File: config.mk
export PLATFORM = sky130hd
export DESIGN_NAME = instr_exec_alu
export DESIGN_NICKNAME = d
export VERILOG_FILES = /design/src/shared/exec_alu_pkg.sv /design/src/logic/instr_exec_alu.sv
export VERILOG_INCLUDE_DIRS = /design/src /design/src/shared
export SDC_FILE = /design/constraint.sdc
export NUM_CORES = 1
export LEC_CHECK = 0
export BUFFER_PORTS_ARGS = -buffer_cell sky130_fd_sc_hd__buf_2
export CORE_ASPECT_RATIO = 1.2
export CORE_MARGIN = 1.5
export CORE_UTILIZATION = 35
export CTS_CLUSTER_DIAMETER = 150
export CTS_CLUSTER_SIZE = 24
export DETAILED_ROUTE_END_ITERATION = 10
export GPL_TIMING_DRIVEN = 1
export PLACE_DENSITY = 0.53
export RECOVER_POWER = 50
export SYNTH_ARGS = -nofsm -noshare
export SYNTH_HDL_FRONTEND = slang
export SYNTH_SLANG_ARGS = --single-unit
export TNS_END_PERCENT = 100
File: constraint.sdc
create_clock -name I_CLOCK -period 15.87 [get_ports I_CLOCK]
set_clock_uncertainty 0.05 [all_clocks]
set_input_delay 3.174 -clock I_CLOCK [delete_from_list [all_inputs] [get_ports I_CLOCK]]
set_output_delay 3.174 -clock I_CLOCK [all_outputs]
set_load 0.02 [all_outputs]
File: src/shared/exec_alu_defs.svh
// offsets, field positions, reset values and timing counts of the execute datapath
// assumes a 32-bit classic wishbone slave with byte addresses on 10 bits
`ifndef EXEC_ALU_DEFS_SVH
`define EXEC_ALU_DEFS_SVH
// ==========================================
// register byte addresses
`define REG_CMD 10'h000
`define REG_OPND 10'h004
`define REG_WORK 10'h008
`define REG_FLAGS 10'h00c
`define REG_PC 10'h010
`define REG_WDOG 10'h014
`define REG_STACK 10'h018
`define RAM_REGION 2'b01
// ==========================================
// field positions
`define CMD_OP_LSB 0
`define CMD_BIT_LSB 8
`define CMD_WAKE_BIT 31
`define OPND_ADDR_LSB 0
`define OPND_IMM_LSB 8
`define OPND_TGT_LSB 16
// ==========================================
// reset values and constants
`define WORK_RST 8'h00
`define PC_RST 10'h000
`define FLAGS_RST 6'h00
`define PCL_ADDR 6'h02
`define RAM_WORDS 64
`define STACK_LEVELS 4
// ==========================================
// timing counts in system clocks
`define INSTR_CLKS 4'h4
`define WDOG_PRESCALE 8'hff
`endif

File: src/shared/exec_alu_pkg.sv
// types shared by the execute datapath and its bench
// assumes the defines header is compiled alongside
package exec_alu_pkg;
   // ==========================================
   // instruction selector
   typedef enum logic [4:0] {
      OP_NOP, OP_ADD_CARRY_W, OP_ADD_CARRY_M, OP_ADD_W, OP_ADD_IMM,
      OP_ADD_M, OP_AND_W, OP_AND_IMM, OP_AND_M, OP_CALL, OP_CLEAR_M,
      OP_CLEAR_BIT, OP_KICK, OP_HALF_FIRST, OP_HALF_SECOND, OP_INVERT_M,
      OP_INVERT_W, OP_BCD_FIX, OP_STEP_DOWN_M, OP_STEP_DOWN_W,
      OP_STEP_UP_M, OP_STEP_UP_W, OP_POWER_DOWN, OP_GOTO
   } opcode_t;
   typedef enum {ST_IDLE, ST_EXEC} state_t;
   // ==========================================
   // status flags, expiry in bit 5 down to carry in bit 0
   typedef struct packed {
      logic expiry;
      logic powerdown;
      logic signed_wrap;
      logic zero;
      logic half_carry;
      logic carry;
   } flags_t;
   typedef struct packed {
      opcode_t op;
      logic [2:0] bit_idx;
      logic [5:0] mem_addr;
      logic [7:0] imm;
      logic [9:0] target;
   } cmd_t;
endpackage

File: src/logic/instr_exec_alu.sv
// instruction execute datapath: working register, data memory, pc, return stack, watchdog
// assumes a classic wishbone master; one instruction cycle is four system clocks
//
// Summary of operation
// - add with carry: work plus memory plus carry into work, four flags
// - add with carry into memory byte, four arithmetic flags updated
// - add memory or immediate to work, result in work, four flags
// - add work to memory byte without carry, sum into memory
// - and of work with memory into work, the immediate form also ands memory, not the immediate, zero flag only
// - and into memory byte, zero flag only
// - call pushes next address, loads target, flags untouched
// - clear memory writes zero, no flag changes
// - clear bit zeroes one bit, other bits kept, no flags
// - watchdog kick clears counter, powerdown and expiry flags
// - half kicks only record; both together clear counter and flags
// - invert memory byte in place, zero flag only
// - invert memory into work, memory kept, zero flag only
// - bcd low nibble adds six above nine or half carry, spill set only without half carry
// - bcd high nibble adds spill, then six above nine or carry, sets carry when adjusting
// - bcd result goes to memory, only carry may change
// - step down subtracts one into memory or work, zero flag only
// - step up adds one into memory or work, zero flag only
// - power down advances pc, halts execution, stops clock, keeps state
// - power down clears watchdog and prescaler, sets powerdown, clears expiry
// - goto loads pc with target, no push, no flags
// - pc low byte destination adds one instruction cycle of four clocks
`timescale 1ns/1ps
`include "exec_alu_defs.svh"
module instr_exec_alu (
   input wire logic I_CLOCK,
   input wire logic I_RESET,
   input wire logic I_WB_CYC,
   input wire logic I_WB_STB,
   input wire logic I_WB_WE,
   input wire logic [9:0] I_WB_ADR,
   input wire logic [3:0] I_WB_SEL,
   input wire logic [31:0] I_WB_DAT,
   output logic [31:0] O_WB_DAT,
   output logic O_WB_ACK,
   output logic O_BUSY,
   output logic O_CLOCK_STOP
);
   // ==========================================
   // functions
   // result {carry, half carry, signed wrap, sum}
   function automatic logic [10:0] add8(input logic [7:0] a, input logic [7:0] b, input logic cin);
      logic [8:0] s;
      logic [4:0] l;
      logic ov;
      s = {1'b0, a} + {1'b0, b} + {8'h00, cin};
      l = {1'b0, a[3:0]} + {1'b0, b[3:0]} + {4'h0, cin};
      ov = (a[7] == b[7]) && (s[7] != a[7]);
      return {s[8], l[4], ov, s[7:0]};
   endfunction

   function automatic logic [31:0] merge(input logic [31:0] old, input logic [31:0] nw, input logic [3:0] sel);
      logic [31:0] r;
      r = old;
      for (int i = 0; i < 4; i++) begin
         if (sel[i]) begin
            r[i*8 +: 8] = nw[i*8 +: 8];
         end
      end
      return r;
   endfunction

   function automatic logic mem_dest(input exec_alu_pkg::opcode_t op);
      case (op)
         exec_alu_pkg::OP_ADD_CARRY_M, exec_alu_pkg::OP_ADD_M, exec_alu_pkg::OP_AND_M,
         exec_alu_pkg::OP_CLEAR_M, exec_alu_pkg::OP_CLEAR_BIT, exec_alu_pkg::OP_INVERT_M,
         exec_alu_pkg::OP_BCD_FIX, exec_alu_pkg::OP_STEP_DOWN_M, exec_alu_pkg::OP_STEP_UP_M: return 1'b1;
         default: return 1'b0;
      endcase
   endfunction

   // ==========================================
   // state
   exec_alu_pkg::state_t state_reg, state_next;
   exec_alu_pkg::cmd_t cmd_reg, cmd_next;
   exec_alu_pkg::flags_t flags_reg, flags_next;
   logic [3:0] cnt_reg, cnt_next;
   logic [7:0] work_reg, work_next;
   logic [9:0] pc_reg, pc_next;
   logic [9:0] stack_reg [`STACK_LEVELS];
   logic [9:0] stack_next [`STACK_LEVELS];
   logic [1:0] sp_reg, sp_next;
   logic halted_reg, halted_next;
   logic [7:0] wdog_reg, wdog_next;
   logic [7:0] presc_reg, presc_next;
   logic half1_reg, half1_next, half2_reg, half2_next;
   logic ack_reg, ack_next;
   logic [31:0] rdat_reg, rdat_next;
   logic [7:0] ram [`RAM_WORDS];
   logic mem_we;
   logic [5:0] mem_wa;
   logic [7:0] mem_wd;
   logic req, wr, start, commit, long_op;
   logic [7:0] operand, res, bval;
   logic [10:0] sum;
   logic dst_mem, wd_clear, spill;
   logic [4:0] lo5, hi5;
   logic [31:0] opnd_merged;
   exec_alu_pkg::opcode_t new_op;

   assign req = I_WB_CYC && I_WB_STB && !ack_reg;
   assign wr = req && I_WB_WE;
   assign new_op = exec_alu_pkg::opcode_t'(I_WB_DAT[`CMD_OP_LSB +: 5]);
   assign start = wr && I_WB_ADR == `REG_CMD && I_WB_SEL[0] && state_reg == exec_alu_pkg::ST_IDLE && !halted_reg;
   assign commit = state_reg == exec_alu_pkg::ST_EXEC && cnt_reg == 4'h0;
   // the pc low byte sits in the instruction data map, so instruction reads of it see the pc; bus reads see the ram
   assign operand = (cmd_reg.mem_addr == `PCL_ADDR) ? pc_reg[7:0] : ram[cmd_reg.mem_addr];
   assign long_op = new_op == exec_alu_pkg::OP_CALL || new_op == exec_alu_pkg::OP_GOTO
      || (mem_dest(new_op) && cmd_reg.mem_addr == `PCL_ADDR);
   assign bval = (cmd_reg.op == exec_alu_pkg::OP_ADD_IMM) ? cmd_reg.imm : operand;
   assign sum = add8(work_reg, bval, (cmd_reg.op == exec_alu_pkg::OP_ADD_CARRY_W
      || cmd_reg.op == exec_alu_pkg::OP_ADD_CARRY_M) ? flags_reg.carry : 1'b0);

   // ==========================================
   // execution and watchdog next state
   always_comb begin
      state_next = state_reg;
      cmd_next = cmd_reg;
      flags_next = flags_reg;
      cnt_next = cnt_reg;
      work_next = work_reg;
      pc_next = pc_reg;
      stack_next = stack_reg;
      sp_next = sp_reg;
      halted_next = halted_reg;
      wdog_next = wdog_reg;
      presc_next = presc_reg;
      half1_next = half1_reg;
      half2_next = half2_reg;
      mem_we = 1'b0;
      mem_wa = I_WB_ADR[7:2];
      mem_wd = I_WB_DAT[7:0];
      res = 8'h00;
      dst_mem = 1'b0;
      wd_clear = 1'b0;
      spill = 1'b0;
      lo5 = 5'h00;
      hi5 = 5'h00;
      opnd_merged = 32'h0000_0000;
      // operands and ram can only change between instructions
      if (wr && state_reg == exec_alu_pkg::ST_IDLE) begin
         if (I_WB_ADR[9:8] == `RAM_REGION) begin
            mem_we = I_WB_SEL[0];
         end
         case (I_WB_ADR)
            `REG_OPND: begin
               opnd_merged = merge({6'h00, cmd_reg.target, cmd_reg.imm, 2'b00, cmd_reg.mem_addr}, I_WB_DAT,
                  I_WB_SEL);
               cmd_next.mem_addr = opnd_merged[`OPND_ADDR_LSB +: 6];
               cmd_next.imm = opnd_merged[`OPND_IMM_LSB +: 8];
               cmd_next.target = opnd_merged[`OPND_TGT_LSB +: 10];
            end
            `REG_WORK: if (I_WB_SEL[0]) begin
               work_next = I_WB_DAT[7:0];
            end
            `REG_FLAGS: if (I_WB_SEL[0]) begin
               flags_next[3:0] = I_WB_DAT[3:0];
            end
            default: begin
            end
         endcase
      end
      if (wr && I_WB_ADR == `REG_CMD && I_WB_SEL[3] && I_WB_DAT[`CMD_WAKE_BIT]) begin
         halted_next = 1'b0;
      end
      if (start) begin
         cmd_next.op = new_op;
         cmd_next.bit_idx = I_WB_DAT[`CMD_BIT_LSB +: 3];
         state_next = exec_alu_pkg::ST_EXEC;
         cnt_next = long_op ? (`INSTR_CLKS + `INSTR_CLKS - 4'h1) : (`INSTR_CLKS - 4'h1);
      end
      if (state_reg == exec_alu_pkg::ST_EXEC) begin
         cnt_next = cnt_reg - 4'h1;
      end
      if (commit) begin
         state_next = exec_alu_pkg::ST_IDLE;
         pc_next = pc_reg + 10'h001;
         dst_mem = mem_dest(cmd_reg.op);
         case (cmd_reg.op)
            exec_alu_pkg::OP_ADD_CARRY_W, exec_alu_pkg::OP_ADD_W, exec_alu_pkg::OP_ADD_IMM: begin
               work_next = sum[7:0];
               flags_next.carry = sum[10];
               flags_next.half_carry = sum[9];
               flags_next.signed_wrap = sum[8];
               flags_next.zero = sum[7:0] == 8'h00;
            end
            exec_alu_pkg::OP_ADD_CARRY_M, exec_alu_pkg::OP_ADD_M: begin
               res = sum[7:0];
               flags_next.carry = sum[10];
               flags_next.half_carry = sum[9];
               flags_next.signed_wrap = sum[8];
               flags_next.zero = sum[7:0] == 8'h00;
            end
            exec_alu_pkg::OP_AND_W, exec_alu_pkg::OP_AND_IMM: begin
               res = work_reg & bval;
               work_next = res;
               flags_next.zero = res == 8'h00;
            end
            exec_alu_pkg::OP_AND_M: begin
               res = work_reg & operand;
               flags_next.zero = res == 8'h00;
            end
            exec_alu_pkg::OP_CALL: begin
               stack_next[sp_reg] = pc_reg + 10'h001;
               sp_next = sp_reg + 2'h1;
               pc_next = cmd_reg.target;
            end
            exec_alu_pkg::OP_CLEAR_M: begin
               res = 8'h00;
            end
            exec_alu_pkg::OP_CLEAR_BIT: begin
               res = operand & ~(8'h01 << cmd_reg.bit_idx);
            end
            exec_alu_pkg::OP_KICK: begin
               wd_clear = 1'b1;
            end
            exec_alu_pkg::OP_HALF_FIRST: begin
               half1_next = 1'b1;
               wd_clear = half2_reg;
            end
            exec_alu_pkg::OP_HALF_SECOND: begin
               half2_next = 1'b1;
               wd_clear = half1_reg;
            end
            exec_alu_pkg::OP_INVERT_M: begin
               res = ~operand;
               flags_next.zero = res == 8'h00;
            end
            exec_alu_pkg::OP_INVERT_W: begin
               work_next = ~operand;
               flags_next.zero = operand == 8'hff;
            end
            exec_alu_pkg::OP_BCD_FIX: begin
               if (work_reg[3:0] > 4'h9 || flags_reg.half_carry) begin
                  lo5 = {1'b0, work_reg[3:0]} + 5'h06;
                  spill = !flags_reg.half_carry;
               end else begin
                  lo5 = {1'b0, work_reg[3:0]};
                  spill = 1'b0;
               end
               hi5 = {1'b0, work_reg[7:4]} + {4'h0, spill};
               if (hi5 > 5'h09 || flags_reg.carry) begin
                  hi5 = hi5 + 5'h06;
                  flags_next.carry = 1'b1;
               end
               res = {hi5[3:0], lo5[3:0]};
            end
            exec_alu_pkg::OP_STEP_DOWN_M, exec_alu_pkg::OP_STEP_DOWN_W: begin
               res = operand - 8'h01;
               flags_next.zero = res == 8'h00;
               if (cmd_reg.op == exec_alu_pkg::OP_STEP_DOWN_W) begin
                  work_next = res;
               end
            end
            exec_alu_pkg::OP_STEP_UP_M, exec_alu_pkg::OP_STEP_UP_W: begin
               res = operand + 8'h01;
               flags_next.zero = res == 8'h00;
               if (cmd_reg.op == exec_alu_pkg::OP_STEP_UP_W) begin
                  work_next = res;
               end
            end
            exec_alu_pkg::OP_POWER_DOWN: begin
               halted_next = 1'b1;
            end
            exec_alu_pkg::OP_GOTO: begin
               pc_next = cmd_reg.target;
            end
            default: begin
            end
         endcase
         if (dst_mem) begin
            if (cmd_reg.mem_addr == `PCL_ADDR) begin
               pc_next = {pc_reg[9:8], res};
            end else begin
               mem_we = 1'b1;
               mem_wa = cmd_reg.mem_addr;
               mem_wd = res;
            end
         end
      end
      // watchdog prescaler keeps running while halted so expiry can wake the core
      presc_next = presc_reg + 8'h01;
      if (presc_reg == `WDOG_PRESCALE) begin
         presc_next = 8'h00;
         wdog_next = wdog_reg + 8'h01;
      end
      if (wd_clear) begin
         wdog_next = 8'h00;
         presc_next = 8'h00;
         flags_next.powerdown = 1'b0;
         flags_next.expiry = 1'b0;
         half1_next = 1'b0;
         half2_next = 1'b0;
      end
      if (commit && cmd_reg.op == exec_alu_pkg::OP_POWER_DOWN) begin
         wdog_next = 8'h00;
         presc_next = 8'h00;
         flags_next.powerdown = 1'b1;
         flags_next.expiry = 1'b0;
      end
      // expiry is applied last so a same-cycle kick cannot hide it
      if (presc_reg == `WDOG_PRESCALE && wdog_reg == 8'hff) begin
         flags_next.expiry = 1'b1;
         halted_next = 1'b0;
      end
   end

   always_ff @(posedge I_CLOCK or posedge I_RESET) begin
      if (I_RESET) begin
         state_reg <= exec_alu_pkg::ST_IDLE;
         cmd_reg <= '0;
         flags_reg <= `FLAGS_RST;
         cnt_reg <= 4'h0;
         work_reg <= `WORK_RST;
         pc_reg <= `PC_RST;
         for (int i = 0; i < `STACK_LEVELS; i++) begin
            stack_reg[i] <= 10'h000;
         end
         sp_reg <= 2'h0;
         halted_reg <= 1'b0;
         wdog_reg <= 8'h00;
         presc_reg <= 8'h00;
         half1_reg <= 1'b0;
         half2_reg <= 1'b0;
      end else begin
         state_reg <= state_next;
         cmd_reg <= cmd_next;
         flags_reg <= flags_next;
         cnt_reg <= cnt_next;
         work_reg <= work_next;
         pc_reg <= pc_next;
         stack_reg <= stack_next;
         sp_reg <= sp_next;
         halted_reg <= halted_next;
         wdog_reg <= wdog_next;
         presc_reg <= presc_next;
         half1_reg <= half1_next;
         half2_reg <= half2_next;
      end
   end

   // data memory has no reset; software must initialise it
   always_ff @(posedge I_CLOCK) begin
      if (mem_we) begin
         ram[mem_wa] <= mem_wd;
      end
   end

   // ==========================================
   // wishbone answer, one cycle after the request
   always_comb begin
      ack_next = req;
      rdat_next = 32'h0000_0000;
      if (req && !I_WB_WE) begin
         if (I_WB_ADR[9:8] == `RAM_REGION) begin
            rdat_next = {24'h000000, ram[I_WB_ADR[7:2]]};
         end else begin
            case (I_WB_ADR)
               `REG_CMD: rdat_next = {30'h0, halted_reg, state_reg == exec_alu_pkg::ST_EXEC};
               `REG_OPND: rdat_next = {6'h00, cmd_reg.target, cmd_reg.imm, 2'b00, cmd_reg.mem_addr};
               `REG_WORK: rdat_next = {24'h000000, work_reg};
               `REG_FLAGS: rdat_next = {26'h0, flags_reg};
               `REG_PC: rdat_next = {22'h0, pc_reg};
               `REG_WDOG: rdat_next = {24'h000000, wdog_reg};
               `REG_STACK: rdat_next = {20'h0, sp_reg, stack_reg[sp_reg - 2'h1]};
               default: rdat_next = 32'h0000_0000;
            endcase
         end
      end
   end

   always_ff @(posedge I_CLOCK or posedge I_RESET) begin
      if (I_RESET) begin
         ack_reg <= 1'b0;
         rdat_reg <= 32'h0000_0000;
      end else begin
         ack_reg <= ack_next;
         rdat_reg <= rdat_next;
      end
   end

   assign O_WB_ACK = ack_reg;
   assign O_WB_DAT = rdat_reg;
   assign O_BUSY = state_reg == exec_alu_pkg::ST_EXEC;
   assign O_CLOCK_STOP = halted_reg;
endmodule

=== Word-level counts from Yosys, hierarchy flattened ===
Memories as Yosys holds them, arrays and structs flattened.
Cells that the tools add are included.
W data, S select, Z words.

* Register bits: 186
* Memory bits (writable): 512
* Memory bits (read-only): 64
* Bits of input ports: 51
* Output and inout port bits: 35
* Word-level logic and storage cells: 234
* Memories kept: 3

* Add/sub/neg operators: 15
* $lt $le $gt $ge: 5
* Equality and inequality tests: 39
* Shift operators: 1
* Mux-type cells: 77
* Bitwise gates (word level): 7
* Reduce and logical (&&, ||, !) cells: 58

{| class="wikitable"
|+ Memories
! memory !! words !! bits a word !! read ports !! clocked after Yosys merged registers in !! wr ports !! line !! RTL
|-
| ram || 64 || 8 || 2 || 0 || 1 || instr_exec_alu.sv:93 || <nowiki>logic [7:0] ram [`RAM_WORDS];</nowiki>
|-
| (no name shown) || 32 || 1 || 1 || 0 || 0 || instr_exec_alu.sv:68 || <nowiki>case (op)</nowiki>
|-
| (no name shown) || 32 || 1 || 1 || 0 || 0 || instr_exec_alu.sv:68 ||
|}

{| class="wikitable"
|+ Operator list
! operator !! number
|-
| $pmux W26 S7 || 1
|-
| $mux W8 || 17
|-
| $mux W32 || 2
|-
| $pmux W8 S8 || 1
|-
| $mux W10 || 6
|-
| $mux W26 || 2
|-
| $logic_not A8 Y1 || 6
|-
| $eq A5 B5 Y1 const B || 9
|-
| $bwmux W40 || 1
|-
| $eq A5 B4 Y1 const B || 8
|-
| $pmux W8 S5 || 1
|-
| $eq A32 B2 Y1 const B || 1
|-
| $logic_not A32 Y1 || 1
|-
| $mux W4 || 8
|-
| $eq A10 B5 Y1 const B || 3
|-
| $mux W1 || 27
|-
| $add A8 B1 Y8 const B || 3
|-
| $and A8 B8 Y8 || 3
|-
| $eq A8 B8 Y1 const B || 3
|-
| $bmux W10 S2 || 1
|-
| $demux W10 S2 || 1
|-
| $eq A10 B4 Y1 const B || 2
|-
| $eq A5 B3 Y1 const B || 4
|-
| $mux W6 || 3
|-
| other kinds (43) || 88
|}

=== Depth between registers and ports, before layout ===
* Word-level depth: 13
* Depth in mapped cells: 24
* Depth with buffers taken out: 19

=== Worst setup path before layout ===
Ideal clock, no wire load.

* Kind: reg-to-reg
* Start point: reg cmd_reg[18] (netlist name)
* End point: mem ram[0][6] (data pin)
* Setup time: 549 ps
* Arrival time: 5834 ps
* Data required time: 15271 ps
* Slack: 9437 ps
* Cell stages (with the launch flop): 22
* Path buffers: 3
* Clock period less this slack: 6433 ps
* Cells stage by stage: dfrtp_1 > buf_6 > buf_12 > buf_12 > mux4_2 > mux4_2 > a21o_1 > nand2_1 > o21ai_0 > fa_1 > inv_1 > fa_1 > inv_1 > a21o_1 > a21oi_1 > o21bai_1 > a21oi_1 > xnor2_1 > a222oi_1 > o211ai_1 > a211oi_1 > a21oi_1

* Word-level cells in the longest chain between the ends: 9
* Elaborated cells between the ends (all ways): 16
* Those cells by class: add/sub: 4; eq/ne: 1; mux: 6; bitwise: 4; memory: 1

{| class="wikitable"
|+ Ends and longest elaborated chain
! element !! line !! RTL
|-
| from (decl) || instr_exec_alu.sv:79 || <nowiki>exec_alu_pkg::cmd_t cmd_reg, cmd_next;</nowiki>
|-
| from (signal assigned) || instr_exec_alu.sv:331 || <nowiki>cmd_reg <= cmd_next;</nowiki>
|-
| $mem_v2 Z64 W8 / $eq A6 B2 Y1 (equally long branches) || -- ||
|-
| $mux W8 || instr_exec_alu.sv:111 || <nowiki>assign operand = (cmd_reg.mem_addr == `PCL_ADDR) ? pc_reg[7:0] : ram[cmd_reg.mem_addr];</nowiki>
|-
| $mux W8 || instr_exec_alu.sv:114 || <nowiki>assign bval = (cmd_reg.op == exec_alu_pkg::OP_ADD_IMM) ? cmd_reg.imm : operand;</nowiki>
|-
| $add A8 B8 Y9 || instr_exec_alu.sv:50 || <nowiki>s = {1'b0, a} + {1'b0, b} + {8'h00, cin};</nowiki>
|-
| $add A9 B1 Y9 || instr_exec_alu.sv:50 ||
|-
| $pmux W8 S8 || instr_exec_alu.sv:183 || <nowiki>case (cmd_reg.op)</nowiki>
|-
| $mux W8 (*) || instr_exec_alu.sv:276 || <nowiki>if (cmd_reg.mem_addr == `PCL_ADDR) begin</nowiki>
|-
| $mux W8 (*) || instr_exec_alu.sv:275 || <nowiki>if (dst_mem) begin</nowiki>
|-
| $mux W8 (*) || instr_exec_alu.sv:179 || <nowiki>if (commit) begin</nowiki>
|-
| named net mem_wd[6] || instr_exec_alu.sv:96 || <nowiki>logic [7:0] mem_wd;</nowiki>
|-
| to (decl) || instr_exec_alu.sv:93 ||
|}

Mark *: on every way through the listed nets, which the timed path passes. The rest lies on a longest branch.

=== Worst setup path after layout ===
* Start point: in I_WB_ADR[2]
* End point: mem ram[49][2], enable pin

* Word-level cells in the longest chain between the ends: 3

{| class="wikitable"
|+ Ends and longest elaborated chain
! element !! line !! RTL
|-
| from (decl) || instr_exec_alu.sv:35 || <nowiki>input wire logic [9:0] I_WB_ADR,</nowiki>
|-
| $mux W6 || instr_exec_alu.sv:276 ||
|-
| $mux W6 || instr_exec_alu.sv:275 ||
|-
| $mux W6 (*) || instr_exec_alu.sv:179 ||
|}

Mark *: on every way between the ends. The rest lies on a longest branch, timed or not.

==> metrics.yaml <==
status: "finished, violations left"
violations: "max-capacitance violations, max-slew violations"
cts_buffers: 31
r2r-end: "ram[19][4]"
core_sq_um: 95000
synth_flop_cell: "edfxtp_1"
start_util: 0.352
r2r_slack_ns: 5.50
finalNetCount: 2310
crit_chain: "buf_8 > clkbuf_1 > clkbuf_1 > a32oi_1 > nor2_1 > nand2_1 > nor2_1"
period_share: 0.688
cts_sinks: 661
yosysSeqAreaShare: 0.572
grt_usage: 0.210
clock_path_buffers: 3
path_class: "input pin to flip-flop"
syn_inst: 2201
finalSetupViolCount: 0
finalHoldViolCount: 0
cts_resized: 0
crit_path_max_fanout: 44
grt_setup_unrepaired: "no"
grt_pass1_wl_um: 150000
yosysTopAreaCell: "edfxtp_1"
grt_max_degree: 93
start_kind: "input pin"
io_buffers: 74
power_leakage_nw: 11.5
critPathMaxStageDelay_ns: 2.69
nFillCells: 8940
cp-end-kind: "flip-flop"
die_w_um: 285
fp.dieH_um: 342
worst-r2r-cell-count: 19
dp_hpwl_um: 70800
max_cap_viol_count: 6
synth.avg_cell_area_sq_um: 15.2
synth_edf_count: 512
async_flop_share: 0.225
crit_slowest_cell: "clkbuf_1"
insertion_delay_ns: 0.66
yosys_warnings: 0
drc: 0
arrival_ns: 11.13
min_period_ns: 10.92
dpl_cell_area_sq_um: 35100
htree_levels: 1
ys_ff_latch: 661
area_growth_pct: 7.37
vias: 20900
min_from: "cnt_reg[0]"
cts_tree: "done"
hold_buffers: 0
clk_pin_slew_ns: 0.11
slew_violations: 296
drt_iter0_drc: 2260
synth.top_cell.area_share: 0.460
holdPathStages: 1
max_slew_margin: -1.69
drive_above_1_share: 0.201
tightest_slew_ns: 4.01
final_cell_area_sq_um: 35900
std_cell_rows: 124
ys_top_cells_by_area: "edfxtp_1, mux4_2, dfrtp_1, mux2i_1, nor2_1"
max-vdd-ir-drop_mv: 0.0851
max_freq_mhz: 91.6
largest_register_ffs: 512
r2r-start: "cmd_reg[19]"
powerDensity_nw_per_um2: 82.6
first_global_vias: 21100
netlist_area_sq_um: 33400
ioPinCount: 86
whs_ns: 0.433
die_area_sq_um: 97400
setup_tns_ns: 0
wl_per_cell_um: 29.4
wirelength_um: 103000
antenna_found_initial: 3
routed_via_density: 5.96
grt-ovfl-total: 0
diodes: 0
place_congestion: 0.884
hold_path.class: "flip-flop to flip-flop"
cp.required_ns: 16.08
post_cts_buffers: 0
root_buffer: "clkbuf_16"
postRouteAntennaNets: 0
dr.pass1.iters: 5
synth_cell_types: 86
worstHoldEndpoint: "cnt_reg[0]"
cells by family after synthesis:
logic type	after synthesis	share of synthesized area
other	1	0.000112
adder cells (fa/ha/maj)	36	0.0139
XOR/XNOR	45	0.0118
AO/OA/AOI/OAI	369	0.0748
buffers and inverters	191	0.0286
flip-flops	661	0.572
AND/OR/NAND/NOR	478	0.0677
multiplexers	420	0.232
stage by stage:
stage	total power, mW	std cells	setup WS [ns]	util
2_1_floorplan	2.01	2206	8.64	-
4_1_cts	2.98	3506	7.74	0.379
6_report	2.96	3506	4.95	0.378
5_1_grt	3.05	3506	4.24	0.378
3_5_place_dp	2.07	3450	7.82	0.370
3_3_place_gp	2.07	3450	7.92	0.370
cells in the mapped netlist, types with 6 or more instances:
master	n
nand4_1	7
inv_1	37
nor2_1	139
a21oi_1	61
buf_4	10
edfxtp_1	512
a211oi_1	14
or2_2	6
nand2_1	136
ha_1	34
and3_1	14
nand3_1	42
o21ai_0	101
and2_1	20
nand2b_1	18
xor2_1	16
mux2_2	40
nor2b_1	22
mux4_2	272
buf_6	12
dfrtp_1	149
o22ai_1	15
nor3b_1	6
o31ai_1	6
o221ai_1	8
mux2i_1	103
a221oi_1	8
nor4_1	8
buf_2	20
xnor2_1	29
a221o_1	6
a22oi_1	42
a32oi_1	6
o22a_1	7
o211ai_1	7
a222oi_1	12
a31oi_1	18
clkbuf_1	84
buf_1	18
nor3_1	40
area by class of cell:
| class | instances | area, sq um | area share |
|---|---|---|---|
| Clock buffer | 53 | 858 | 0.0239 |
| Clock inverter | 3 | 21.3 | 0.000593 |
| Inverter | 41 | 155 | 0.00432 |
| Multi-Input combinational cell | 1354 | 13400 | 0.375 |
| Sequential cell | 661 | 19100 | 0.532 |
| Tap cell | 1260 | 1580 | 0.0439 |
| Timing Repair Buffer | 134 | 724 | 0.0202 |
cells in the final DEF (no fill, tap or decap), types with 36 or more instances in the layout:
cell and count:
edfxtp_1 512, mux4_2 272, dfrtp_1 147, nor2_1 138
nand2_1 136, mux2i_1 103, o21ai_0 100, clkbuf_1 76
a21oi_1 56, nand3_1 42, a22oi_1 42, buf_2 41
nor3_1 40, mux2_2 39, inv_1 36, buf_4 36
power breakdown:
| part | leakage, nW | total, mW | internal (mW) | switching (mW) |
|---|---|---|---|---|
| logic | 4.49 | 0.167 | 0.0624 | 0.105 |
| registers | 6.56 | 1.87 | 1.87 | 0.000981 |
| clock network | 0.419 | 0.931 | 0.373 | 0.558 |
layer usage:
metal / GRT usage / wire, um
met5: 0 / 41
met2: 0.372 / 52800
met3: 0.0279 / 6620
met1: 0.269 / 40600
met4: 0.0562 / 2960
worst max-delay path, delay by kind of cell:
family                 cells  cell delay, ns
AOI/OAI and AO/OA          1            0.61
buffers and inverters      3            5.45
and+or+nand+nor            3            1.83
worst max path at each step:
stage | from | end | slack [ns] | cells past startpoint
global route | I_WB_ADR[2] | ram[49][2] | 4.24 | 7
finish | I_WB_ADR[2] | ram[49][2] | 4.95 | 7
CTS | cmd_reg[18] | ram[62][4] | 7.74 | 20
global placement | cmd_reg[18] | ram[26][6] | 7.92 | 22
floorplan | I_RESET | O_CLOCK_STOP | 8.64 | 1
detailed placement | cmd_reg[18] | ram[57][4] | 7.82 | 20
Note: power is estimated with default switching activity, not from simulation.
